### config.mk
export PLATFORM = sky130hd
export DESIGN_NAME = epc_irq_flags
export DESIGN_NICKNAME = d
export VERILOG_FILES = /design/src/epc_pkg.sv /design/src/epc_irq_flags.sv
export SDC_FILE = /design/constraint.sdc
export NUM_CORES = 1
export LEC_CHECK = 0
export BUFFER_PORTS_ARGS = -buffer_cell sky130_fd_sc_hd__buf_2
export CAP_MARGIN = 0
export CORE_UTILIZATION = 55
export DETAILED_ROUTE_END_ITERATION = 6
export PLACE_DENSITY = 0.77
export SETUP_SLACK_MARGIN = 0.02
export SLEW_MARGIN = 20
export SYNTH_ARGS = -nofsm -noshare
export SYNTH_HDL_FRONTEND = slang
export SYNTH_SLANG_ARGS = --single-unit
### constraint.sdc
create_clock -name clk_i -period 6 [get_ports clk_i]
set_input_delay 0.9 -clock clk_i [delete_from_list [all_inputs] [get_ports clk_i]]
set_output_delay 0.9 -clock clk_i [all_outputs]
set_load 0.02 [all_outputs]
### src/epc_pkg.sv
/*
 * constants for the external and pin-change interrupt flag block:
 * register indices, field positions, reset values and sense encodings.
 * assumes a classic wishbone slave with 32-bit data, where byte
 * address = 4 * register index, and one 25 MHz system clock.
 */
// What this block does
// - eight external request flags, bit n input n
// - configured edge or change sets external flag
// - flag, enable and global enable request vector
// - flags clear on acknowledge or written one
// - low-level sensing keeps external flag cleared
// - sleep disables buffers of disabled inputs 0-3
// - three group enables gated by global enable
// - inputs 16-23, 8-15, 0-7 form groups 2,1,0
// - change in group sets that group flag
// - group flag and enables request group vector
// - three mask registers, mask and group enable
// - masked-off inputs are ignored for interrupts
// - upper five group bits read zero; reset zero
// - external enable mask gated by global enable
// - sense field: low, change, falling, rising
// - enabled low level requests while input low
// - detection works with pins driven as outputs
package epc_pkg;
    // register indices; byte address is four times the index
    localparam logic [6:0] EPC_IDX_PC_FLAGS   = 7'h1b;
    localparam logic [6:0] EPC_IDX_EXT_FLAGS  = 7'h1c;
    localparam logic [6:0] EPC_IDX_EXT_ENABLE = 7'h1d;
    localparam logic [6:0] EPC_IDX_GRP_ENABLE = 7'h68;
    localparam logic [6:0] EPC_IDX_SENSE_LO   = 7'h69;
    localparam logic [6:0] EPC_IDX_SENSE_HI   = 7'h6a;
    localparam logic [6:0] EPC_IDX_MASK_LOW   = 7'h6b;
    localparam logic [6:0] EPC_IDX_MASK_MID   = 7'h6c;
    localparam logic [6:0] EPC_IDX_MASK_HIGH  = 7'h6d;
    localparam logic [6:0] EPC_IDX_IRQ_STATUS = 7'h70;
    localparam logic [6:0] EPC_IDX_IRQ_CLEAR  = 7'h71;
    localparam logic [6:0] EPC_IDX_IRQ_ENABLE = 7'h72;

    // field layout
    localparam int EPC_EXT_N     = 8;   // dedicated external inputs
    localparam int EPC_GRP_N     = 3;   // pin-change groups
    localparam int EPC_GRP_W     = 8;   // inputs per group
    localparam int EPC_PC_N      = EPC_GRP_N * EPC_GRP_W;
    localparam int EPC_BUF_OFF_N = 4;   // inputs whose buffer sleeps
    localparam int EPC_EVT_N     = EPC_EXT_N + EPC_GRP_N;
    localparam int EPC_SENSE_W   = 2;

    // reset values
    localparam logic [7:0]  EPC_RST_BYTE = 8'h00;
    localparam logic [10:0] EPC_RST_EVT  = 11'h000;
    localparam logic [31:0] EPC_RD_ZERO  = 32'h0000_0000;

    // sense-control encodings
    typedef enum logic [1:0] {
        EPC_SENSE_LOW  = 2'h0,
        EPC_SENSE_ANY  = 2'h1,
        EPC_SENSE_FALL = 2'h2,
        EPC_SENSE_RISE = 2'h3
    } epc_sense_t;
endpackage

### src/epc_irq_flags.sv
/*
 * external and pin-change interrupt flag, enable and mask logic with a
 * classic wishbone register slave and a summary interrupt output.
 * assumes pins arrive asynchronously, the core supplies the global
 * interrupt enable and one-cycle vector acknowledge pulses, and that
 * the bus master keeps the classic single-cycle handshake.
 */
// Decided for this implementation: the Wishbone interface to the registers.
`timescale 1ns/1ps
module epc_irq_flags
    import epc_pkg::*;
(
    input  wire logic                 clk_i,          // 25 MHz system clock
    input  wire logic                 rst_i,          // synchronous, active high
    // wishbone classic slave
    input  wire logic                 cyc_i,
    input  wire logic                 stb_i,
    input  wire logic                 we_i,
    input  wire logic [8:0]           adr_i,
    input  wire logic [3:0]           sel_i,
    input  wire logic [31:0]          dat_i,
    output logic      [31:0]          dat_o,
    output logic                      ack_o,
    // pins and core side
    input  wire logic [EPC_EXT_N-1:0] ext_irq_input_i,
    input  wire logic [EPC_PC_N-1:0]  change_watched_input_i,
    input  wire logic                 global_irq_enable_i,
    input  wire logic                 sleep_i,
    input  wire logic [EPC_EXT_N-1:0] ext_vector_ack_i,
    input  wire logic [EPC_GRP_N-1:0] group_vector_ack_i,
    output logic      [EPC_EXT_N-1:0] ext_vector_req_o,
    output logic      [EPC_GRP_N-1:0] group_vector_req_o,
    output logic                      irq_o
);
    localparam int PIN_N = EPC_EXT_N + EPC_PC_N;

    // registers
    logic [7:0]           ext_request_flags_r;     // external request flags
    logic [7:0]           external_enable_mask_r;  // per-input enables
    logic [EPC_GRP_N-1:0] group_enable_r;          // pin-change group enables
    logic [EPC_GRP_N-1:0] group_flag_r;            // pin-change group flags
    logic [7:0]           sense_lo_r;              // sense fields inputs 3..0
    logic [7:0]           sense_hi_r;              // sense fields inputs 7..4
    logic [7:0]           mask_r [EPC_GRP_N];      // pin-change masks
    logic [EPC_EVT_N-1:0] irq_status_r;            // sticky event status
    logic [EPC_EVT_N-1:0] irq_enable_r;            // event enables
    logic                 ack_r;                   // bus acknowledge
    logic [31:0]          dat_r;                   // read data

    // synchroniser and filter
    logic [PIN_N-1:0]     pin_gated;               // pins after buffer gating
    logic [PIN_N-1:0]     sync1_r;                 // first stage, read by sync2 only
    logic [PIN_N-1:0]     sync2_r;
    logic [PIN_N-1:0]     sync3_r;
    logic [PIN_N-1:0]     stable_r;                // last agreed level
    logic [PIN_N-1:0]     pin_rise;
    logic [PIN_N-1:0]     pin_fall;

    // decode and event terms
    logic [6:0]           reg_idx;
    logic                 bus_req;
    logic                 wr_now;                  // write takes effect this edge
    logic                 wr_lane0;
    logic [15:0]          sense_all;
    logic [EPC_EXT_N-1:0] ext_hit;
    logic [EPC_EXT_N-1:0] ext_is_level;
    logic [EPC_EXT_N-1:0] ext_flag_nxt;
    logic [EPC_GRP_N-1:0] grp_hit;
    logic [EPC_GRP_N-1:0] grp_flag_nxt;
    logic [EPC_EVT_N-1:0] evt_set;
    logic [EPC_EVT_N-1:0] irq_status_nxt;
    logic [EPC_EVT_N-1:0] irq_enable_nxt;          // enable as it stands after this edge
    logic [7:0]           w1c_ext;
    logic [EPC_GRP_N-1:0] w1c_grp;
    logic [EPC_EVT_N-1:0] w1c_evt;

    assign reg_idx   = adr_i[8:2];
    assign bus_req   = cyc_i & stb_i;
    assign wr_now    = bus_req & we_i & ack_r;
    assign wr_lane0  = wr_now & sel_i[0];
    assign sense_all = {sense_hi_r, sense_lo_r};

    // the low four external inputs lose their input buffer in sleep when
    // disabled; a disabled buffer reads low, so a high pin makes a falling
    // change that may set the flag, exactly as the part behaves
    genvar gi;
    generate
        for (gi = 0; gi < EPC_EXT_N; gi++)
        begin : g_ext_buf
            if (gi < EPC_BUF_OFF_N)
            begin : g_sleepy
                assign pin_gated[gi] = ext_irq_input_i[gi]
                                     & ~(sleep_i & ~external_enable_mask_r[gi]);
            end
            else
            begin : g_awake
                assign pin_gated[gi] = ext_irq_input_i[gi];
            end
        end
    endgenerate
    // pins are watched regardless of their direction, so software can
    // drive a pin as output to raise its own interrupt
    assign pin_gated[PIN_N-1:EPC_EXT_N] = change_watched_input_i;

    // three-stage synchroniser; a level is accepted once stage two and
    // stage three agree, which filters a single-sample glitch
    always_ff @(posedge clk_i)
    begin
        if (rst_i)
        begin
            sync1_r <= '0;
            sync2_r <= '0;
            sync3_r <= '0;
        end
        else
        begin
            sync1_r <= pin_gated;
            sync2_r <= sync1_r;
            sync3_r <= sync2_r;
        end
    end

    // filtered level; change is a comparison of consecutive agreed samples
    always_ff @(posedge clk_i)
    begin
        if (rst_i)
            stable_r <= '0;
        else
            stable_r <= (sync2_r == sync3_r) ? sync3_r : stable_r;
    end

    generate
        for (gi = 0; gi < PIN_N; gi++)
        begin : g_edge
            // a change counts only when stages two and three agree
            assign pin_rise[gi] = (sync2_r[gi] == sync3_r[gi])
                                & sync3_r[gi] & ~stable_r[gi];
            assign pin_fall[gi] = (sync2_r[gi] == sync3_r[gi])
                                & ~sync3_r[gi] & stable_r[gi];
        end
    endgenerate

    // per external input: sense decode, flag next value, vector request
    generate
        for (gi = 0; gi < EPC_EXT_N; gi++)
        begin : g_ext
            epc_sense_t sense;
            assign sense = epc_sense_t'(sense_all[gi*EPC_SENSE_W +: EPC_SENSE_W]);
            // a mux rather than a per-bit process, so each bit has one driver
            assign ext_hit[gi] =
                (sense == EPC_SENSE_ANY)  ? (pin_rise[gi] | pin_fall[gi]) :
                (sense == EPC_SENSE_FALL) ? pin_fall[gi] :
                (sense == EPC_SENSE_RISE) ? pin_rise[gi] :
                1'b0;                                  // low level: no edge event
            assign ext_is_level[gi] = (sense == EPC_SENSE_LOW);
            // set wins over clear; level sensing holds the flag at zero
            assign ext_flag_nxt[gi] = ext_is_level[gi] ? 1'b0 :
                (ext_hit[gi] | (ext_request_flags_r[gi]
                 & ~ext_vector_ack_i[gi] & ~w1c_ext[gi]));
            // low level requests for as long as the filtered pin stays low
            assign ext_vector_req_o[gi] = global_irq_enable_i
                & external_enable_mask_r[gi]
                & (ext_is_level[gi] ? ~stable_r[gi]
                                    : ext_request_flags_r[gi]);
        end
    endgenerate

    // per pin-change group: masked change, flag next value, request
    generate
        for (gi = 0; gi < EPC_GRP_N; gi++)
        begin : g_grp
            logic [EPC_GRP_W-1:0] chg;
            // group g owns inputs 8g..8g+7 of the watched bus
            assign chg = pin_rise[EPC_EXT_N + gi*EPC_GRP_W +: EPC_GRP_W]
                       | pin_fall[EPC_EXT_N + gi*EPC_GRP_W +: EPC_GRP_W];
            // a pin counts only if its mask bit and group enable are one
            assign grp_hit[gi] = group_enable_r[gi] & |(chg & mask_r[gi]);
            assign grp_flag_nxt[gi] = grp_hit[gi]
                | (group_flag_r[gi] & ~group_vector_ack_i[gi] & ~w1c_grp[gi]);
            assign group_vector_req_o[gi] = global_irq_enable_i
                & group_enable_r[gi] & group_flag_r[gi];
        end
    endgenerate

    // write-one-to-clear strobes, valid only on the acknowledging edge
    assign w1c_ext = (wr_lane0 && reg_idx == EPC_IDX_EXT_FLAGS) ? dat_i[7:0] : 8'h00;
    assign w1c_grp = (wr_lane0 && reg_idx == EPC_IDX_PC_FLAGS)
                   ? dat_i[EPC_GRP_N-1:0] : 3'h0;
    assign w1c_evt = (wr_now && reg_idx == EPC_IDX_IRQ_CLEAR)
                   ? dat_i[EPC_EVT_N-1:0] : EPC_RST_EVT;

    // flag registers
    always_ff @(posedge clk_i)
    begin
        if (rst_i)
        begin
            ext_request_flags_r <= EPC_RST_BYTE;
            group_flag_r        <= 3'h0;
        end
        else
        begin
            ext_request_flags_r <= ext_flag_nxt;
            group_flag_r        <= grp_flag_nxt;
        end
    end

    // plain read/write control registers
    always_ff @(posedge clk_i)
    begin
        if (rst_i)
        begin
            external_enable_mask_r <= EPC_RST_BYTE;
            group_enable_r         <= 3'h0;
            sense_lo_r             <= EPC_RST_BYTE;
            sense_hi_r             <= EPC_RST_BYTE;
            irq_enable_r           <= EPC_RST_EVT;
            for (int g = 0; g < EPC_GRP_N; g++)
                mask_r[g] <= EPC_RST_BYTE;
        end
        else if (wr_lane0)
        begin
            case (reg_idx)
                EPC_IDX_EXT_ENABLE: external_enable_mask_r <= dat_i[7:0];
                EPC_IDX_GRP_ENABLE: group_enable_r <= dat_i[EPC_GRP_N-1:0];
                EPC_IDX_SENSE_LO:   sense_lo_r <= dat_i[7:0];
                EPC_IDX_SENSE_HI:   sense_hi_r <= dat_i[7:0];
                EPC_IDX_MASK_LOW:   mask_r[0] <= dat_i[7:0];
                EPC_IDX_MASK_MID:   mask_r[1] <= dat_i[7:0];
                EPC_IDX_MASK_HIGH:  mask_r[2] <= dat_i[7:0];
                EPC_IDX_IRQ_ENABLE: irq_enable_r <= dat_i[EPC_EVT_N-1:0];
                default:            ; // read-only, clear-only or unmapped
            endcase
        end
    end

    // sticky event status: flag-setting hits are the events; set beats clear
    assign evt_set        = {grp_hit, ext_hit};
    assign irq_status_nxt = evt_set | (irq_status_r & ~w1c_evt);

    always_ff @(posedge clk_i)
    begin
        if (rst_i)
            irq_status_r <= EPC_RST_EVT;
        else
            irq_status_r <= irq_status_nxt;
    end

    // the output follows a new enable on the same edge it is written
    assign irq_enable_nxt = (wr_lane0 && reg_idx == EPC_IDX_IRQ_ENABLE)
                          ? dat_i[EPC_EVT_N-1:0] : irq_enable_r;

    // level interrupt while any enabled status bit stands
    always_ff @(posedge clk_i)
    begin
        if (rst_i)
            irq_o <= 1'b0;
        else
            irq_o <= |(irq_status_nxt & irq_enable_nxt);
    end

    // bus acknowledge: one wait cycle, then a single-cycle ack
    always_ff @(posedge clk_i)
    begin
        if (rst_i)
            ack_r <= 1'b0;
        else
            ack_r <= bus_req & ~ack_r;
    end
    assign ack_o = ack_r;

    // read data captured with the ack; reserved and unmapped read zero
    always_ff @(posedge clk_i)
    begin
        if (rst_i)
            dat_r <= EPC_RD_ZERO;
        else if (bus_req & ~ack_r)
        begin
            dat_r <= EPC_RD_ZERO;
            case (reg_idx)
                EPC_IDX_PC_FLAGS:   dat_r[EPC_GRP_N-1:0] <= group_flag_r;
                EPC_IDX_EXT_FLAGS:  dat_r[7:0] <= ext_request_flags_r;
                EPC_IDX_EXT_ENABLE: dat_r[7:0] <= external_enable_mask_r;
                EPC_IDX_GRP_ENABLE: dat_r[EPC_GRP_N-1:0] <= group_enable_r;
                EPC_IDX_SENSE_LO:   dat_r[7:0] <= sense_lo_r;
                EPC_IDX_SENSE_HI:   dat_r[7:0] <= sense_hi_r;
                EPC_IDX_MASK_LOW:   dat_r[7:0] <= mask_r[0];
                EPC_IDX_MASK_MID:   dat_r[7:0] <= mask_r[1];
                EPC_IDX_MASK_HIGH:  dat_r[7:0] <= mask_r[2];
                EPC_IDX_IRQ_STATUS: dat_r[EPC_EVT_N-1:0] <= irq_status_r;
                EPC_IDX_IRQ_ENABLE: dat_r[EPC_EVT_N-1:0] <= irq_enable_r;
                default:            dat_r <= EPC_RD_ZERO;
            endcase
        end
    end
    assign dat_o = dat_r;
endmodule

==> key figures <==
Final layout
  • Layout Nets: 1,248
  • Antenna Cells: 0
  • Most frequent cells in the layout: 201 x dfxtp_1, 115 x nor2_1, 91 x buf_2, 84 x inv_1, 72 x nor2b_1
  • Final std cells w/o fill: 1,334
  • Fin util: 63.0%
  • Fillers: 1,494
  • Design Area, Final: 11,300 µm²
  • Layout cells sized above 1: 16.1%
  • Syn-to-layout area delta: 12.4%
  • Commonest non-fill, non-tap cell in the layout: dfxtp_1

Pwr
  • Internal power: 0.00248 W
  • Peak supply drop: 0.267 mV
  • Static leakage: 4.63 nW
  • Power density over the cells: 280 nW/µm²
  • Register share of total power: 49.4%
  • Comb pwr share: 4.8%
  • Psw: 0.000698 W
  • Switch share: 22.0%
  • Clk network pwr share: 45.8%

Status
  • Status: finished clean

Min path
  • Worst Hold Launch: sync1_r[10]$_SDFF_PP0_
  • Worst hold stages: 1
  • Worst Hold Class: reg2reg
  • Hold worst-path end: sync2_r[10]$_SDFF_PP0_

Clock tree
  • Worst-path clk slew: 60 ps
  • Post-CTS Setup Bufs: 0
  • Clk root buf: clkbuf_16
  • Clock H-tree levels: 1
  • CTS Sinks: 225
  • Clk buf depth: 3
  • Worst-Skew Late Latency: 510 ps
  • CTS tree: yes
  • Cts hold-fix bufs: 0
  • CTS buffer count: 24
  • Post-cts sizing count: 0

Synthesis
  • Synth Instances: 1,019
  • Fraction of registers with async set/reset: 0%
  • Ys Warns: 0
  • Synthesized cell area: 10,100 µm²
  • Ys flop type: dfxtp_1
  • Sequential element share of the synthesized area: 47.1%
  • Post-synth EDFFs: 24
  • Synth unique cells: 57
  • FF+latch count, synth: 225
  • Average size of a mapped cell: 9.89 µm²

Worst setup path
  • CP max stage delay: 550 ps
  • Critical path endpoint category: flip-flop
  • Crit-path cells: inv_1 -> ha_1 -> nor4_1 -> nand4_1 -> nor2_4 -> buf_4 -> mux2i_1 -> nor2_1
  • FF-to-FF End: stable_r[2]$_SDFFE_PP0N_
  • Required time worst endpoint: 6360 ps
  • Worst path slowest cell: nor4_1
  • Worst R2R Path Depth: 8
  • Critical path arrival: 3400 ps
  • CP bufs+invs: 2
  • WS Path Type: reg2reg
  • Kind of start point of the critical path: flip-flop
  • Reg2Reg Setup Slack: 2960 ps
  • Delay-heaviest family, CP: simple AND/OR/NAND/NOR gates
  • Crit Path Max Fanout: 22
  • Worst R2R Start: sync2_r[0]$_SDFF_PP0_

STA
  • RSZ-0062 raised after global routing: false
  • Max_slew headroom: 32.9%
  • Final hold vios: 0
  • Least-Margin Pin Slew: 1000 ps
  • Pins Over Slew Limit: 0
  • Worst Skew: 11.9 ps
  • Hold_ws: 432 ps
  • Final worst path period share: 50.6%
  • FMAX: 329 MHz
  • Final setup TNS: 0 ps
  • Fin crit period: 3040 ps
  • Final setup violation count: 0

Floorplan
  • Row cnt: 49
  • Core Area: 18,000 µm²
  • Chip height: 137 µm
  • Starting density of the core: 56.1%
  • Die area: 18,900 µm²
  • Die X: 137 µm
  • Num ports: 140

Drt
  • Wirelength per Cell: 17.6 µm
  • ANT nets after route: 0
  • Via-per-instance ratio: 5.57
  • Drt total wl: 23,400 µm
  • Initial DRC count: 715
  • Via Count: 7,430
  • Residual DRC: 0
  • Detailed Routing Iterations Pass 1: 5

Placement
  • GPL Wtd Cong: 0.895
  • HPWL after DPL: 16,300 µm
  • PortBufs: 92
  • DP Area: 10,500 µm²
  • Inst Count DP: 1,292

Global routing
  • Maximum number of pins on one net before global-route repair: 119
  • All-Layer GR Usage: 25.1%
  • Initial antenna violation count: 0
  • First-pass GRT wire length: 35,900 µm
  • Vias in the first global route: 6,789
  • Total gr overflow: 0

Run
  • Max cap viols: 0
## flip-flops by register name (all words and copies together), names as in the netlist, 3 cells and up
name                    count
stable_r                   32
sync1_r                    32
sync2_r                    32
sync3_r                    32
mask_r                     24
dat_o                      11
irq_enable_r               11
irq_status_r               11
ext_request_flags_r         8
external_enable_mask_r      8
sense_hi_r                  8
sense_lo_r                  8
group_enable_r              3
group_flag_r                3
## logic make-up after synthesis
family	count (synthesis)	synth area share (%)
flip-flops	225	47.1
buffers and inverters	155	7.09
other	1	0.0372
AND/OR/NAND/NOR	339	18.2
adder cells (fa/ha/maj)	64	7.95
multiplexers	89	9.32
AO/OA/AOI/OAI	146	10.3
## metal layers
metal	GRT usage [%]	vias up	wire, µm
li1	-	3595	-
met1	34.3	3497	10400
met2	39.5	291	10500
met3	4.97	47	1780
met4	8.42	0	700
met5	0	-	0
## cell type report
type	count	area [µm²]	share of cell area [%]
clock buffer	38	766	6.76
clock inverter	4	23.8	0.210
inverter	84	315	2.78
multi-input combinational	659	4700	41.5
sequential	225	4740	41.9
tap	229	287	2.53
timing repair buffer	95	489	4.32
## power by group through the flow
stage                     registers [W]  clock network (W)  logic [W]
final                           0.00157            0.00145   0.000153
after global routing            0.00157            0.00154   0.000170
after CTS                       0.00157            0.00147   0.000153
after detailed placement        0.00160                  0   0.000152
after global placement          0.00160                  0   0.000149
after floorplan                 0.00160                  0   0.000109
## synthesized netlist by cell type (24+ instances only)
cell type	instances	area [µm²]
mux2i_1	60	601
dfxtp_1	201	4020
nor2_1	116	435
nor2b_1	72	450
edfxtp_1	24	721
buf_4	28	210
mux2_2	28	315
nand2_1	47	176
a21oi_1	27	135
inv_1	84	315
ha_1	64	801
clkbuf_1	28	105
a22oi_1	33	248
## stage by stage
stage,total power (W),worst slack [ps]
after detailed placement,0.00175,2640
after CTS,0.00319,2890
after floorplan,0.00170,3510
after global routing,0.00328,2830
final,0.00317,2960
after global placement,0.00175,2680
## worst max-delay path by stage
stage                                      from                        to  depth (start not counted)
after CTS                 sync2_r[0]$_SDFF_PP0_  stable_r[2]$_SDFFE_PP0N_                          8
after global placement                 adr_i[5]          irq_o$_SDFF_PP0_                          6
after detailed placement               adr_i[5]          irq_o$_SDFF_PP0_                          7
final                     sync2_r[0]$_SDFF_PP0_  stable_r[2]$_SDFFE_PP0N_                          8
after floorplan                            we_i   mask_r[0][16]$_DFFE_PP_                          6
after global routing      sync2_r[0]$_SDFF_PP0_  stable_r[2]$_SDFFE_PP0N_                          8
No activity file was read; power rests on OpenSTA's default activity.
